### src/core/cbs_pkg.sv
// Constants, register map and carrier types of the cam bank select and fault supervisor.
// Assumes a single 50 MHz clock domain.
package cbs_pkg;
  localparam int unsigned CLK_HZ = 50_000_000;
  localparam int unsigned CLEAR_HOLD_MS = 3000;
  localparam int unsigned COPY_SHOW_MS = 1000;
  localparam int unsigned CLEAR_HOLD_CYC = CLK_HZ / 1000 * CLEAR_HOLD_MS;
  localparam int unsigned COPY_SHOW_CYC = CLK_HZ / 1000 * COPY_SHOW_MS;
  localparam int CNT_W = 28;
  localparam int ADDR_W = 8;
  localparam int CAM_W = 16;
  localparam int SYNC_W = 9;

  localparam logic [ADDR_W-1:0] CTRL_OFS = 8'h00;
  localparam logic [ADDR_W-1:0] STATUS_OFS = 8'h04;
  localparam logic [ADDR_W-1:0] COPY_OFS = 8'h08;
  localparam int CTRL_BANK_EN_BIT = 0;
  localparam int CTRL_METHOD_BIT = 1;
  localparam int CTRL_LOSS_BIT = 2;
  localparam int COPY_BANK_POS = 0;
  localparam int COPY_DST_POS = 4;
  localparam int COPY_CONFIRM_BIT = 8;
  localparam int STAT_BANK_POS = 0;
  localparam int STAT_BUSY_BIT = 3;
  localparam int STAT_SHOW_BIT = 4;
  localparam int STAT_FAULT_POS = 8;
  localparam logic [1:0] RESP_OKAY = 2'h0;
  localparam logic [1:0] RESP_SLVERR = 2'h2;

  typedef enum logic [1:0] {CBS_MODE_PRGM, CBS_MODE_RUN, CBS_MODE_TEST, CBS_MODE_FUNC} cbs_mode_t;
  typedef enum logic [2:0] {CP_IDLE, CP_DST, CP_EXEC, CP_BUSY, CP_SHOW} cbs_copy_t;

  typedef struct packed {
    logic loss_detect;
    logic method_key;
    logic bank_enable;
  } cbs_settings_t;

  // Loss detection on, banking off, bank inputs selected
  localparam cbs_settings_t SETTINGS_RST = 3'h4;

  typedef struct packed {
    logic resolution;
    logic enc_data;
    logic overspeed;
    logic cpu;
    logic checksum;
    logic ram;
    logic origin;
  } cbs_diag_t;

  typedef struct packed {
    logic enc_disc;
    cbs_diag_t diag;
  } cbs_faults_t;
endpackage

### src/core/cbs_sync.sv
// Two-flop synchroniser for a group of pin levels.
// Assumes the levels change slowly compared with the clock.
`timescale 1ns/1ps
`default_nettype none
module cbs_sync #(
  parameter int W = 1
) (
  input wire logic clk_i,
  input wire logic reset_i,
  input wire logic [W-1:0] async_i,
  output logic [W-1:0] sync_o
);
  logic [W-1:0] meta_reg;

  always_ff @(posedge clk_i or posedge reset_i)
  begin
    if (reset_i)
    begin
      meta_reg <= '0;
      sync_o <= '0;
    end
    else
    begin
      meta_reg <= async_i;
      sync_o <= meta_reg;
    end
  end
endmodule
`default_nettype wire

### src/core/cbs_top.sv
// Bank selection, bank copy sequencing and fault supervision of a cam positioner.
// Assumes an AXI4-Lite master, pins from switches and an encoder, program memory on clk_i.
// Contract
// - Banking off after reset until enabled.
// - Input mode takes bank from inputs only.
// - Key mode uses bank key, ignores inputs.
// - Method change accepted only with banking on.
// - Bank is inputs weighted 1,2,4, low-active.
// - Copy rejected while banking is off.
// - Copy needs source, destination, execute confirms.
// - Completion shown for one second after copy.
// - Loss detect flags missing encoder in run.
// - Loss detect off never flags missing encoder.
// - Any fault forces cam, pulse, run off.
// - Origin/checksum fault cleared by 3 s clear.
// - Memory or processor fault needs power cycle.
// - Overspeed clears on program-to-run when slow.
// - Encoder data fault clears only on reset.
// - Resolution mismatch clears only on reset.
// - Disconnect clears on program-to-run when connected.
`timescale 1ns/1ps
`default_nettype none
module cbs_top #(
  parameter int unsigned CLEAR_HOLD_CYCLES = cbs_pkg::CLEAR_HOLD_CYC,
  parameter int unsigned COPY_SHOW_CYCLES = cbs_pkg::COPY_SHOW_CYC
) (
  input wire logic clk_i,
  input wire logic reset_i,
  input wire logic [cbs_pkg::ADDR_W-1:0] s_axi_awaddr_i,
  input wire logic s_axi_awvalid_i,
  output logic s_axi_awready_o,
  input wire logic [31:0] s_axi_wdata_i,
  input wire logic [3:0] s_axi_wstrb_i,
  input wire logic s_axi_wvalid_i,
  output logic s_axi_wready_o,
  output logic [1:0] s_axi_bresp_o,
  output logic s_axi_bvalid_o,
  input wire logic s_axi_bready_i,
  input wire logic [cbs_pkg::ADDR_W-1:0] s_axi_araddr_i,
  input wire logic s_axi_arvalid_i,
  output logic s_axi_arready_o,
  output logic [31:0] s_axi_rdata_o,
  output logic [1:0] s_axi_rresp_o,
  output logic s_axi_rvalid_o,
  input wire logic s_axi_rready_i,
  input wire logic [1:0] mode_i,
  input wire logic start_i,
  input wire logic [2:0] bank_sel_n_i,
  input wire logic bank_key_i,
  input wire logic clear_key_i,
  input wire logic encoder_present_i,
  input wire cbs_pkg::cbs_diag_t diag_i,
  input wire logic [cbs_pkg::CAM_W-1:0] cam_i,
  input wire logic pulse_i,
  input wire logic run_i,
  input wire logic copy_done_i,
  output logic [cbs_pkg::CAM_W-1:0] cam_o,
  output logic pulse_o,
  output logic run_o,
  output logic [2:0] active_bank_o,
  output logic copy_req_o,
  output logic [2:0] copy_src_o,
  output logic [2:0] copy_dst_o,
  output logic reinit_o,
  output cbs_pkg::cbs_faults_t faults_o
);
  import cbs_pkg::*;
  // Index 0..2 for the three registers, 3 for an unmapped address
  function automatic logic [1:0] reg_sel(input logic [ADDR_W-1:0] a);
    return (a == CTRL_OFS) ? 2'h0 : (a == STATUS_OFS) ? 2'h1 : (a == COPY_OFS) ? 2'h2 : 2'h3;
  endfunction
  logic [SYNC_W-1:0] pins_s;
  cbs_sync #(.W(SYNC_W)) u_sync (
    .clk_i(clk_i),
    .reset_i(reset_i),
    .async_i({mode_i, start_i, bank_sel_n_i, bank_key_i, clear_key_i, encoder_present_i}),
    .sync_o(pins_s)
  );
  wire cbs_mode_t mode = cbs_mode_t'(pins_s[8:7]);
  wire start_s = pins_s[6];
  wire [2:0] bank_in = ~pins_s[5:3];
  wire key_s = pins_s[2];
  wire clear_s = pins_s[1];
  wire enc_present_s = pins_s[0];
  cbs_mode_t mode_d_reg;
  logic start_d_reg;
  logic key_d_reg;
  wire run_like = (mode == CBS_MODE_RUN) || (mode == CBS_MODE_TEST);
  wire was_run_like = (mode_d_reg == CBS_MODE_RUN) || (mode_d_reg == CBS_MODE_TEST);
  wire enter_run = run_like && !was_run_like;
  wire prog_to_run = (mode == CBS_MODE_RUN) && (mode_d_reg == CBS_MODE_PRGM);
  wire start_rise = start_s && !start_d_reg;
  wire key_rise = key_s && !key_d_reg;
  // Bus slave: address and data are held separately so they may come in either order
  logic [ADDR_W-1:0] aw_addr_reg;
  logic [31:0] w_data_reg;
  logic [3:0] w_strb_reg;
  wire wr_fire = !s_axi_awready_o && !s_axi_wready_o && !s_axi_bvalid_o;
  wire [1:0] wr_sel = reg_sel(aw_addr_reg);
  wire wr_ctrl = wr_fire && (wr_sel == 2'h0) && w_strb_reg[0];
  wire wr_copy = wr_fire && (wr_sel == 2'h2) && w_strb_reg[0] && w_strb_reg[1];
  wire [2:0] wr_bank = w_data_reg[COPY_BANK_POS +: 3];
  wire wr_confirm = w_data_reg[COPY_CONFIRM_BIT];
  wire ar_fire = s_axi_arvalid_i && s_axi_arready_o;
  wire [1:0] rd_sel = reg_sel(s_axi_araddr_i);
  cbs_settings_t settings_reg;
  cbs_faults_t faults_next;
  cbs_copy_t cp_state;
  logic [CNT_W-1:0] show_cnt;
  logic [CNT_W-1:0] clr_cnt;
  wire recover_fire;
  // Method is latched from the old enable so one write cannot enable and switch at once
  cbs_settings_t settings_next;
  assign settings_next.bank_enable = wr_ctrl ? w_data_reg[CTRL_BANK_EN_BIT]
                                             : settings_reg.bank_enable;
  assign settings_next.method_key = (wr_ctrl && settings_reg.bank_enable) ?
                                    w_data_reg[CTRL_METHOD_BIT] : settings_reg.method_key;
  assign settings_next.loss_detect = wr_ctrl ? w_data_reg[CTRL_LOSS_BIT]
                                             : settings_reg.loss_detect;
  // Bank choice; the controller toggles start to pick up new inputs
  wire [2:0] bank_next =
    !settings_reg.bank_enable ? 3'h0 :
    settings_reg.method_key ? (key_rise ? active_bank_o + 3'h1 : active_bank_o) :
    (run_like && (enter_run || start_rise)) ? bank_in : active_bank_o;
  // Hardware set always wins over a clear in the same cycle
  wire disc_set = settings_reg.loss_detect && run_like && !enc_present_s;
  wire clr_soft = recover_fire;
  assign faults_next.diag.origin = diag_i.origin || (faults_o.diag.origin && !clr_soft);
  assign faults_next.diag.checksum = diag_i.checksum || (faults_o.diag.checksum && !clr_soft);
  assign faults_next.diag.ram = diag_i.ram || faults_o.diag.ram;
  assign faults_next.diag.cpu = diag_i.cpu || faults_o.diag.cpu;
  assign faults_next.diag.overspeed = diag_i.overspeed ||
                                      (faults_o.diag.overspeed && !prog_to_run);
  assign faults_next.diag.enc_data = diag_i.enc_data || faults_o.diag.enc_data;
  assign faults_next.diag.resolution = diag_i.resolution || faults_o.diag.resolution;
  assign faults_next.enc_disc = disc_set || (faults_o.enc_disc && !prog_to_run);
  wire fault_any_next = |faults_next;
  // Clear-key hold timer; settings fall back to their reset values on recovery
  wire soft_fault = faults_o.diag.origin || faults_o.diag.checksum;
  wire clr_hold_done = clr_cnt == CNT_W'(CLEAR_HOLD_CYCLES - 1);
  wire clr_restart = !clear_s || !soft_fault || clr_hold_done;
  assign recover_fire = clear_s && soft_fault && clr_hold_done;
  // Outputs go off at the very edge a fault latches, and stay off while any is held
  always_ff @(posedge clk_i or posedge reset_i)
  begin
    if (reset_i)
    begin
      mode_d_reg <= CBS_MODE_PRGM;
      start_d_reg <= 1'b0;
      key_d_reg <= 1'b0;
      settings_reg <= SETTINGS_RST;
      active_bank_o <= 3'h0;
      faults_o <= '0;
      reinit_o <= 1'b0;
      clr_cnt <= '0;
      cam_o <= '0;
      pulse_o <= 1'b0;
      run_o <= 1'b0;
    end
    else
    begin
      mode_d_reg <= mode;
      start_d_reg <= start_s;
      key_d_reg <= key_s;
      settings_reg <= recover_fire ? SETTINGS_RST : settings_next;
      active_bank_o <= recover_fire ? 3'h0 : bank_next;
      faults_o <= faults_next;
      reinit_o <= recover_fire;
      clr_cnt <= clr_restart ? '0 : clr_cnt + CNT_W'(1);
      cam_o <= fault_any_next ? '0 : cam_i;
      pulse_o <= !fault_any_next && pulse_i;
      run_o <= !fault_any_next && run_i;
    end
  end
  // Copy: first confirm takes the source, second the destination, third starts it
  wire copy_ok = settings_reg.bank_enable && (mode == CBS_MODE_PRGM);
  always_ff @(posedge clk_i or posedge reset_i)
  begin
    if (reset_i)
    begin
      cp_state <= CP_IDLE;
      show_cnt <= '0;
      copy_req_o <= 1'b0;
      copy_src_o <= 3'h0;
      copy_dst_o <= 3'h0;
    end
    else
    begin
      case (cp_state)
        CP_IDLE:
          if (wr_copy && wr_confirm && copy_ok)
          begin
            copy_src_o <= wr_bank;
            cp_state <= CP_DST;
          end
        CP_DST, CP_EXEC:
          if (!copy_ok || (wr_copy && !wr_confirm))
            cp_state <= CP_IDLE;
          else if (wr_copy && cp_state == CP_DST)
          begin
            copy_dst_o <= wr_bank;
            cp_state <= CP_EXEC;
          end
          else if (wr_copy)
          begin
            copy_req_o <= 1'b1;
            cp_state <= CP_BUSY;
          end
        CP_BUSY:
          if (copy_done_i)
          begin
            copy_req_o <= 1'b0;
            show_cnt <= CNT_W'(COPY_SHOW_CYCLES - 1);
            cp_state <= CP_SHOW;
          end
        CP_SHOW:
          if (show_cnt == '0)
            cp_state <= CP_IDLE;
          else
            show_cnt <= show_cnt - CNT_W'(1);
        default:
          cp_state <= CP_IDLE;
      endcase
    end
  end
  logic [31:0] status_word;
  always_comb
  begin
    status_word = '0;
    status_word[STAT_BANK_POS +: 3] = active_bank_o;
    status_word[STAT_BUSY_BIT] = cp_state == CP_BUSY;
    status_word[STAT_SHOW_BIT] = cp_state == CP_SHOW;
    status_word[STAT_FAULT_POS +: 8] = faults_o;
  end
  wire [31:0] rd_word = (rd_sel == 2'h0) ? {29'h0, settings_reg} :
                        (rd_sel == 2'h1) ? status_word :
                        (rd_sel == 2'h2) ? {25'h0, copy_dst_o, 1'b0, copy_src_o} : 32'h0;
  always_ff @(posedge clk_i or posedge reset_i)
  begin
    if (reset_i)
    begin
      s_axi_awready_o <= 1'b1;
      s_axi_wready_o <= 1'b1;
      s_axi_bvalid_o <= 1'b0;
      s_axi_bresp_o <= RESP_OKAY;
      aw_addr_reg <= '0;
      w_data_reg <= '0;
      w_strb_reg <= '0;
    end
    else
    begin
      if (s_axi_awvalid_i && s_axi_awready_o)
      begin
        aw_addr_reg <= s_axi_awaddr_i;
        s_axi_awready_o <= 1'b0;
      end
      if (s_axi_wvalid_i && s_axi_wready_o)
      begin
        w_data_reg <= s_axi_wdata_i;
        w_strb_reg <= s_axi_wstrb_i;
        s_axi_wready_o <= 1'b0;
      end
      if (wr_fire)
      begin
        s_axi_bvalid_o <= 1'b1;
        s_axi_bresp_o <= (wr_sel == 2'h3) ? RESP_SLVERR : RESP_OKAY;
        s_axi_awready_o <= 1'b1;
        s_axi_wready_o <= 1'b1;
      end
      else if (s_axi_bvalid_o && s_axi_bready_i)
        s_axi_bvalid_o <= 1'b0;
    end
  end
  always_ff @(posedge clk_i or posedge reset_i)
  begin
    if (reset_i)
    begin
      s_axi_arready_o <= 1'b1;
      s_axi_rvalid_o <= 1'b0;
      s_axi_rdata_o <= '0;
      s_axi_rresp_o <= RESP_OKAY;
    end
    else if (ar_fire)
    begin
      s_axi_arready_o <= 1'b0;
      s_axi_rvalid_o <= 1'b1;
      s_axi_rdata_o <= rd_word;
      s_axi_rresp_o <= (rd_sel == 2'h3) ? RESP_SLVERR : RESP_OKAY;
    end
    else if (s_axi_rvalid_o && s_axi_rready_i)
    begin
      s_axi_rvalid_o <= 1'b0;
      s_axi_arready_o <= 1'b1;
    end
  end
endmodule
`default_nettype wire

### config.mk
export PLATFORM = sky130hd
export DESIGN_NAME = cbs_top
export DESIGN_NICKNAME = d
export VERILOG_FILES = /design/src/core/cbs_pkg.sv /design/src/core/cbs_sync.sv /design/src/core/cbs_top.sv
export SDC_FILE = /design/constraint.sdc
export NUM_CORES = 1
export LEC_CHECK = 0
export BUFFER_PORTS_ARGS = -buffer_cell sky130_fd_sc_hd__buf_2
export CAP_MARGIN = 0
export CORE_ASPECT_RATIO = 1.5
export CORE_MARGIN = 2
export CORE_UTILIZATION = 47
export DETAILED_ROUTE_END_ITERATION = 6
export MAX_ROUTING_LAYER = met4
export PLACE_DENSITY_LB_ADDON = 0.05
export SETUP_SLACK_MARGIN = 0.5
export SLEW_MARGIN = 25
export SYNTH_ARGS = -nofsm -noshare
export SYNTH_HDL_FRONTEND = slang
export SYNTH_SLANG_ARGS = --single-unit
### constraint.sdc
create_clock -name clk_i -period 5.4 [get_ports clk_i]
set_input_delay 1.08 -clock clk_i [delete_from_list [all_inputs] [get_ports clk_i]]
set_output_delay 1.08 -clock clk_i [all_outputs]
set_load 0.05 [all_outputs]
Yosys cells after proc, flatten, opt, wreduce, memory -nomap -nowiden
Index checks and enable logic that the tools add are counted.
Widths: inputs -> output; s select.
{"block": "word_totals", "reg_bits": 181, "inputBits": 94, "word_cells": 204}
{"block": "classes", "add_sub_neg": 3, "eq_ne": 28, "n_mux": 47, "n_bitwise": 2, "reduce_logical": 86}
{"op": "$mux 28", "n": 3}
{"op": "$pmux 28 s2", "n": 1}
{"op": "$mux 16", "n": 3}
{"op": "$mux 3", "n": 12}
{"op": "$logic_and 1x1->1", "n": 33}
{"op": "$add 28x1->28 const B", "n": 1}
{"op": "$eq 28x28->1 const B", "n": 1}
{"op": "$logic_not 28->1", "n": 1}
{"op": "$sub 28x1->28 const B", "n": 1}
{"op": "$mux 1", "n": 19}
{"op": "$eq 8x3->1 const B", "n": 2}
{"op": "$eq 8x4->1 const B", "n": 2}
{"op": "$logic_not 8->1", "n": 2}
{"op": "$reduce_bool 2->1", "n": 8}
{"op": "$logic_or 1x1->1", "n": 15}
{"op": "$logic_not 1->1", "n": 14}
{"op": "$eq 2x2->1 const B", "n": 6}
{"op": "$mux 2", "n": 6}
{"op": "$ne 2x2->1 const B", "n": 6}
{"op": "$pmux 3 s4", "n": 1}
{"op": "$logic_not 2->1", "n": 4}
{"op": "$reduce_or 8->1", "n": 1}
{"op": "$mux 7", "n": 1}
{"op": "$eq 2x1->1 const B", "n": 3}
{"op": "17 further kinds", "n": 20}

Logic depth before layout (Yosys ltp)
{"block": "logic_depth", "word_depth": 12, "ltp_mapped": 8, "ltp_nobuf": 7}

Cells and area by module
A second synthesis with hierarchy kept.
{"block": "unflattened", "cells_unflattened": 634, "area_unflattened_um2": 6975.4}
{"mod": "cbs_top", "instances": 1, "cells_per_inst": 615, "area_each_um2": 6521.3, "seq_area_each_um2": 3483.3}
{"mod": "cbs_sync", "instances": 1, "cells_per_inst": 19, "area_each_um2": 454.2, "seq_area_each_um2": 450.4}

Worst setup path before layout
Ideal clock, no wire load.
{"block": "synth_path", "path_type": "in2reg", "from": "input diag_i[1] in the netlist's numbering", "to": "register cam_o[10] in the netlist's numbering", "arrival_time_ns": 2.613, "setup_slack_ns": 2.721, "path_stages": 5, "path_cell_list": "or2_2 > or4b_1 > nor4_2 > clkbuf_1 > and3_1"}
{"block": "synth_via", "elab_chain_cells": 3}
{"item": "start: declaration", "line_no": "cbs_top.sv:52", "source": "input wire cbs_pkg::cbs_diag_t diag_i,"}
{"item": "$logic_or 1x1->1", "line_no": "cbs_top.sv:130", "source": "assign faults_next.diag.ram = diag_i.ram || faults_o.diag.ram;"}
{"item": "$reduce_or 8->1", "line_no": "cbs_top.sv:137", "source": "wire fault_any_next = |faults_next;"}
{"item": "$mux 16", "line_no": "cbs_top.sv:170", "source": "cam_o <= fault_any_next ? '0 : cam_i;"}
{"item": "end signal: assignment", "line_no": "cbs_top.sv:170"}
{"item": "end: declaration", "line_no": "cbs_top.sv:57", "source": "output logic [cbs_pkg::CAM_W-1:0] cam_o,"}
No other way between the ends.
A chain may end at the register's enable or synchronous reset.

Worst setup path after layout
{"block": "layout_path", "from": "register show_cnt[0]", "to": "register show_cnt[20]"}
{"block": "layout_via", "elab_chain_cells": 3}
{"item": "start: declaration", "line_no": "cbs_top.sv:109", "source": "logic [CNT_W-1:0] show_cnt;"}
{"item": "start signal: assignment", "line_no": "cbs_top.sv:213", "source": "show_cnt <= CNT_W'(COPY_SHOW_CYCLES - 1);"}
{"item": "start signal: assignment", "line_no": "cbs_top.sv:220", "source": "show_cnt <= show_cnt - CNT_W'(1);"}
{"item": "$sub 28x1->28 or $logic_not 28->1 (tied branches)", "line_no": "cbs_top.sv:220, cbs_top.sv:217"}
{"item": "$mux 28 or $ne 2x2->1 (tied branches)"}
{"item": "$pmux 28 s2 or $reduce_and 3->1 (tied branches)"}
Several ways; a longest one is shown, not always the timed one. The select of a mux whose other input is x is not followed.

==> results.txt <==
The run finished with clean final reports. The sequential-to-total area share from yosys stat was 55.75%; the minimum clock period after layout was 2.954 ns. The count of state elements after synthesis is 157.

The tools report the half-perimeter wire length after detailed placement as 12.11 mm. OpenSTA, run right after detailed placement, puts the worst setup slack at 2.148 ns. In this run the biggest area consumer among cell types represents 54.26% of the synthesized area.

After detailed routing, the number of remaining DRC violations is 0. Before antenna repair, the detailed router went through 6 iterations. The startpoint-to-endpoint class of the critical path was register to register.

The clock passes through at most 2 buffers. The mapped netlist covers 0.007056 sq mm. The master cell of the clock root buffer was sky130_fd_sc_hd__clkbuf_16.

Of the total power, the clock network draws 38.4%. The number of primary I/O pins is 172, and the final setup violation count is 0. The most common flop cell mapped by yosys is sky130_fd_sc_hd__dfrtp_1. Cells with a size suffix above 1 make up 26.59% of the layout. Sequential cells burn 46.6% of the power. Across the run, the number of max-cap violations was 0.

In this run the worst path has a maximum fanout of 14. The final max-slew violation count was 0; the reported leakage power was 3.896 nW. The warning count from the yosys run is 0, and the worst path arrival time is 3.28 ns. Setup repair after global routing left no endpoint under its margin.

The die footprint came out at 0.01603 sq mm. The H-tree generated during clock tree synthesis spans 4 levels. For the least setup slack across all paths after layout, the log shows 2.446 ns.

Timing would allow up to 0.3386 GHz. After detailed routing, the total wire length is 16.69 mm. In this run the vertical extent of the chip is 154.1 um.

Number of DRC violations after detailed-routing iteration 0: 244. The share of async-settable or async-resettable flops after synthesis came out at 100.0%. Count of mapped cells out of synthesis: 636. The count of instances resized after the clock tree is built was 0.

sky130_fd_sc_hd__dfrtp_1 takes more of the synthesized area than any other cell. The startpoint identified for the worst hold timing path is u_sync.meta_reg[1]$_DFF_PP0_. The total negative slack was 0 ns; the actual slew at the worst max-slew pin was 0.9504 ns.

The later pin in the worst-skew pair is clocked with a latency of 0.42 ns. In this run, post-CTS hold repair placed 0 buffers. The tools report the register area as 0.003934 sq mm.

In the final layout, the multi-input gates occupy 0.002841 sq mm. The tools report the tightest slew margin relative to the limit as 36.64%. Post-CTS timing repair inserted 0 buffers for setup. The internal portion of the total power is 2.183 mW. The power per cell area works out to 372.1 mW/mm^2. Synthesis instantiated 69 different standard cells from the library. The total number of vias came out at 5272. Number of fill cells: 1293. The worst hold path belongs to the class register to register.

In this run, synthesis inferred 0 flip-flops with an integrated enable. The worst register-to-register path begins at show_cnt[0]$_DFFE_PP0P_. The initial antenna violation count was 1.

The clock-pin slew on the worst setup and hold paths was 0.06 ns; the final antenna-violating net count was 0. The number of buffers inserted during clock tree synthesis is 17. The worst path uses 54.70% of the clock period. Average detailed-routed wire length per instance: 17.24 um. Measured along the x axis, the die boundary spans 104.0 um.

The run gives 0.8917 as the last weighted congestion value of the routability-driven placer. TritonCTS built the clock tree. On the final layout, the worst clock skew is 0.007737 ns. The via count of the first global-routing pass was 5496; the number of cells on the worst reg-to-reg path was 7. STA classifies the critical path startpoint as a register.

The tools report the worst vdd rail ir drop as 0.2142 mV. Layout-stage area growth over the synthesis result: 18.19%. The tools report the required time at the worst-slack endpoint as 5.72 ns. STA classifies the critical path endpoint as a register. The number of placement rows was 54; the global-route wire length before repair was 27.35 mm. Combinational cells account for 15.0% of the total power. The run gives 158 as the maximum number of pins on one net before global-route repair.

Each instance of the synthesized netlist takes up on average 11.09 sq um. Global routing finished with a remaining overflow of 0. The worst hold path terminates at u_sync.sync_o[1]$_DFF_PP0_. In this run the critical register-to-register path is captured at show_cnt[20]$_DFFE_PP0P_. For this run, the post-layout net count is 859. Using the TritonRoute via totals, the vias-per-cell ratio works out to 5.446.

For the setup slack of the worst register-to-register path, the log shows 2.45 ns. In the post-synthesis netlist, the biggest area contributors are sky130_fd_sc_hd__dfrtp_1 54%, sky130_fd_sc_hd__nor2_1 3.2%, sky130_fd_sc_hd__mux2_2 3.2%. The largest registers in the layout are clr_cnt (28), show_cnt (28), cam_o (16). The floorplan core area was 0.01459 sq mm; the initial standard-cell utilization of the core was 48.35%.

The count of buffers added on input and output ports is 122. For the net switching power, the log shows 919.7 uW. The number of sinks on the clock net was 157; the number of cells on the worst hold path was 0. The count of endpoints failing hold in the final timing report was 0; the global-route usage over all layers was 22.22%.

In this run switching power makes up 29.64% of total power.
[power by group through the flow]
stage          registers, mW  logic, mW  clock network [mW]
2_1_floorplan           1.52      0.280                   0
3_3_place_gp            1.46      0.456                   0
3_5_place_dp            1.46      0.469                   0
4_1_cts                 1.44      0.470                1.22
5_1_grt                 1.47      0.512                1.27
6_report                1.45      0.466                1.19
[cell type report]
class	count	share of cell area [%]
flip-flops and latches	157	47.17
repair buffers	126	7.832
inverters	18	0.8552
multi-input cells	439	34.07
clock inverters	12	1.665
clock buffers	19	5.431
diodes	1	0.03001
well taps	196	2.941
[layout by cell type, fill, tap and decap left out, types with 4 or more instances in the layout]
cell type / Yosys / routed
sky130_fd_sc_hd__nand3_1: 25 / 25
sky130_fd_sc_hd__or2_2: 6 / 6
sky130_fd_sc_hd__a21oi_1: 16 / 16
sky130_fd_sc_hd__dfrtp_1: 153 / 153
sky130_fd_sc_hd__a21o_1: 4 / 4
sky130_fd_sc_hd__o21ai_0: 31 / 31
sky130_fd_sc_hd__conb_1: 1 / 19
sky130_fd_sc_hd__mux2i_1: 8 / 8
sky130_fd_sc_hd__nand4_1: 12 / 12
sky130_fd_sc_hd__nand4b_1: 4 / 4
sky130_fd_sc_hd__and4_1: 8 / 8
sky130_fd_sc_hd__a22o_1: 13 / 13
sky130_fd_sc_hd__xor2_1: 21 / 21
sky130_fd_sc_hd__xnor2_1: 5 / 5
sky130_fd_sc_hd__nand2_1: 42 / 42
sky130_fd_sc_hd__or3_1: 7 / 7
sky130_fd_sc_hd__clkinvlp_4: 0 / 5
sky130_fd_sc_hd__dfstp_2: 4 / 4
sky130_fd_sc_hd__nor2_1: 61 / 61
sky130_fd_sc_hd__ha_1: 6 / 6
sky130_fd_sc_hd__o31ai_1: 8 / 8
sky130_fd_sc_hd__mux2_2: 20 / 20
sky130_fd_sc_hd__a31oi_1: 14 / 14
sky130_fd_sc_hd__inv_1: 18 / 17
sky130_fd_sc_hd__or4_1: 5 / 5
sky130_fd_sc_hd__and3_1: 26 / 26
sky130_fd_sc_hd__clkbuf_16: 0 / 17
sky130_fd_sc_hd__buf_2: 4 / 122
sky130_fd_sc_hd__nor4_1: 9 / 9
sky130_fd_sc_hd__nor3_1: 17 / 17
[worst max-delay path, stage by stage, from the launching register on]
cell and delay, ns:
sky130_fd_sc_hd__dfrtp_1 0.44, sky130_fd_sc_hd__inv_1 0.08, sky130_fd_sc_hd__ha_1 0.21, sky130_fd_sc_hd__or4b_1 0.54
sky130_fd_sc_hd__nor2_1 0.39, sky130_fd_sc_hd__nand4_1 0.61, sky130_fd_sc_hd__and4_1 0.44, sky130_fd_sc_hd__o21ai_0 0.14
[through the flow]
stage / total power [mW] / instances / util [%] / hold slack (ns) / area (sq um)
finish: 3.103 / 968 / 57.14 / 0.3480 / 8339
global route: 3.252 / 968 / 57.14 / 0.3580 / 8339
CTS: 3.130 / 967 / 57.12 / 0.3484 / 8337
detailed placement: 1.934 / 936 / 53.07 / 0.3347 / 7745
global placement: 1.911 / 936 / 53.07 / 0.3349 / 7745
floorplan: 1.804 / 654 / - / 0.3312 / 7127
[metal layers]
layer | global-route usage [%] | up-vias | routed length [um]
li1 | - | 2511 | -
met1 | 24.30 | 2606 | 6397
met2 | 38.19 | 119 | 9154
met3 | 4.960 | 36 | 631
met4 | 10.81 | 0 | 506
met5 | - | - | 0
[cells by family after synthesis]
group | synth area share, %
buf+inv | 4.930
fa+ha+maj | 1.064
simple gates | 19.81
compound gates | 10.84
xor+xnor | 3.228
flops | 55.75
other cells | 0.05315
mux | 4.327
[cells in the mapped netlist (5+ instances only)]
cell type                  number
sky130_fd_sc_hd__or4_1          5
sky130_fd_sc_hd__o21ai_0       31
sky130_fd_sc_hd__o31ai_1        8
sky130_fd_sc_hd__nor3_1        17
sky130_fd_sc_hd__nand2_1       42
sky130_fd_sc_hd__buf_4         21
sky130_fd_sc_hd__ha_1           6
sky130_fd_sc_hd__clkbuf_1      12
sky130_fd_sc_hd__a22o_1        13
sky130_fd_sc_hd__inv_1         18
sky130_fd_sc_hd__nand4_1       12
sky130_fd_sc_hd__a21oi_1       16
sky130_fd_sc_hd__or2_2          6
sky130_fd_sc_hd__dfrtp_1      153
sky130_fd_sc_hd__and3_1        26
sky130_fd_sc_hd__mux2i_1        8
sky130_fd_sc_hd__nor2_1        61
sky130_fd_sc_hd__nor4_1         9
sky130_fd_sc_hd__mux2_2        20
sky130_fd_sc_hd__a31oi_1       14
sky130_fd_sc_hd__xnor2_1        5
sky130_fd_sc_hd__or3_1          7
sky130_fd_sc_hd__nand3_1       25
sky130_fd_sc_hd__and4_1         8
sky130_fd_sc_hd__xor2_1        21
[worst max path at each step]
| stage | start | to | slack [ns] | cells past startpoint |
|---|---|---|---|---|
| 6_report | show_cnt[0]$_DFFE_PP0P_ | show_cnt[20]$_DFFE_PP0P_ | 2.45 | 7 |
| 5_1_grt | show_cnt[0]$_DFFE_PP0P_ | show_cnt[12]$_DFFE_PP0P_ | 2.24 | 7 |
| 4_1_cts | show_cnt[0]$_DFFE_PP0P_ | show_cnt[20]$_DFFE_PP0P_ | 2.45 | 7 |
| 3_5_place_dp | copy_done_i | show_cnt[11]$_DFFE_PP0P_ | 2.15 | 6 |
| 3_3_place_gp | copy_done_i | show_cnt[27]$_DFFE_PP0P_ | 2.21 | 6 |
| 2_1_floorplan | reset_i | active_bank_o[0]$_DFFE_PP0P_ | 2.34 | 1 |
(Power assumes the default switching activity.)
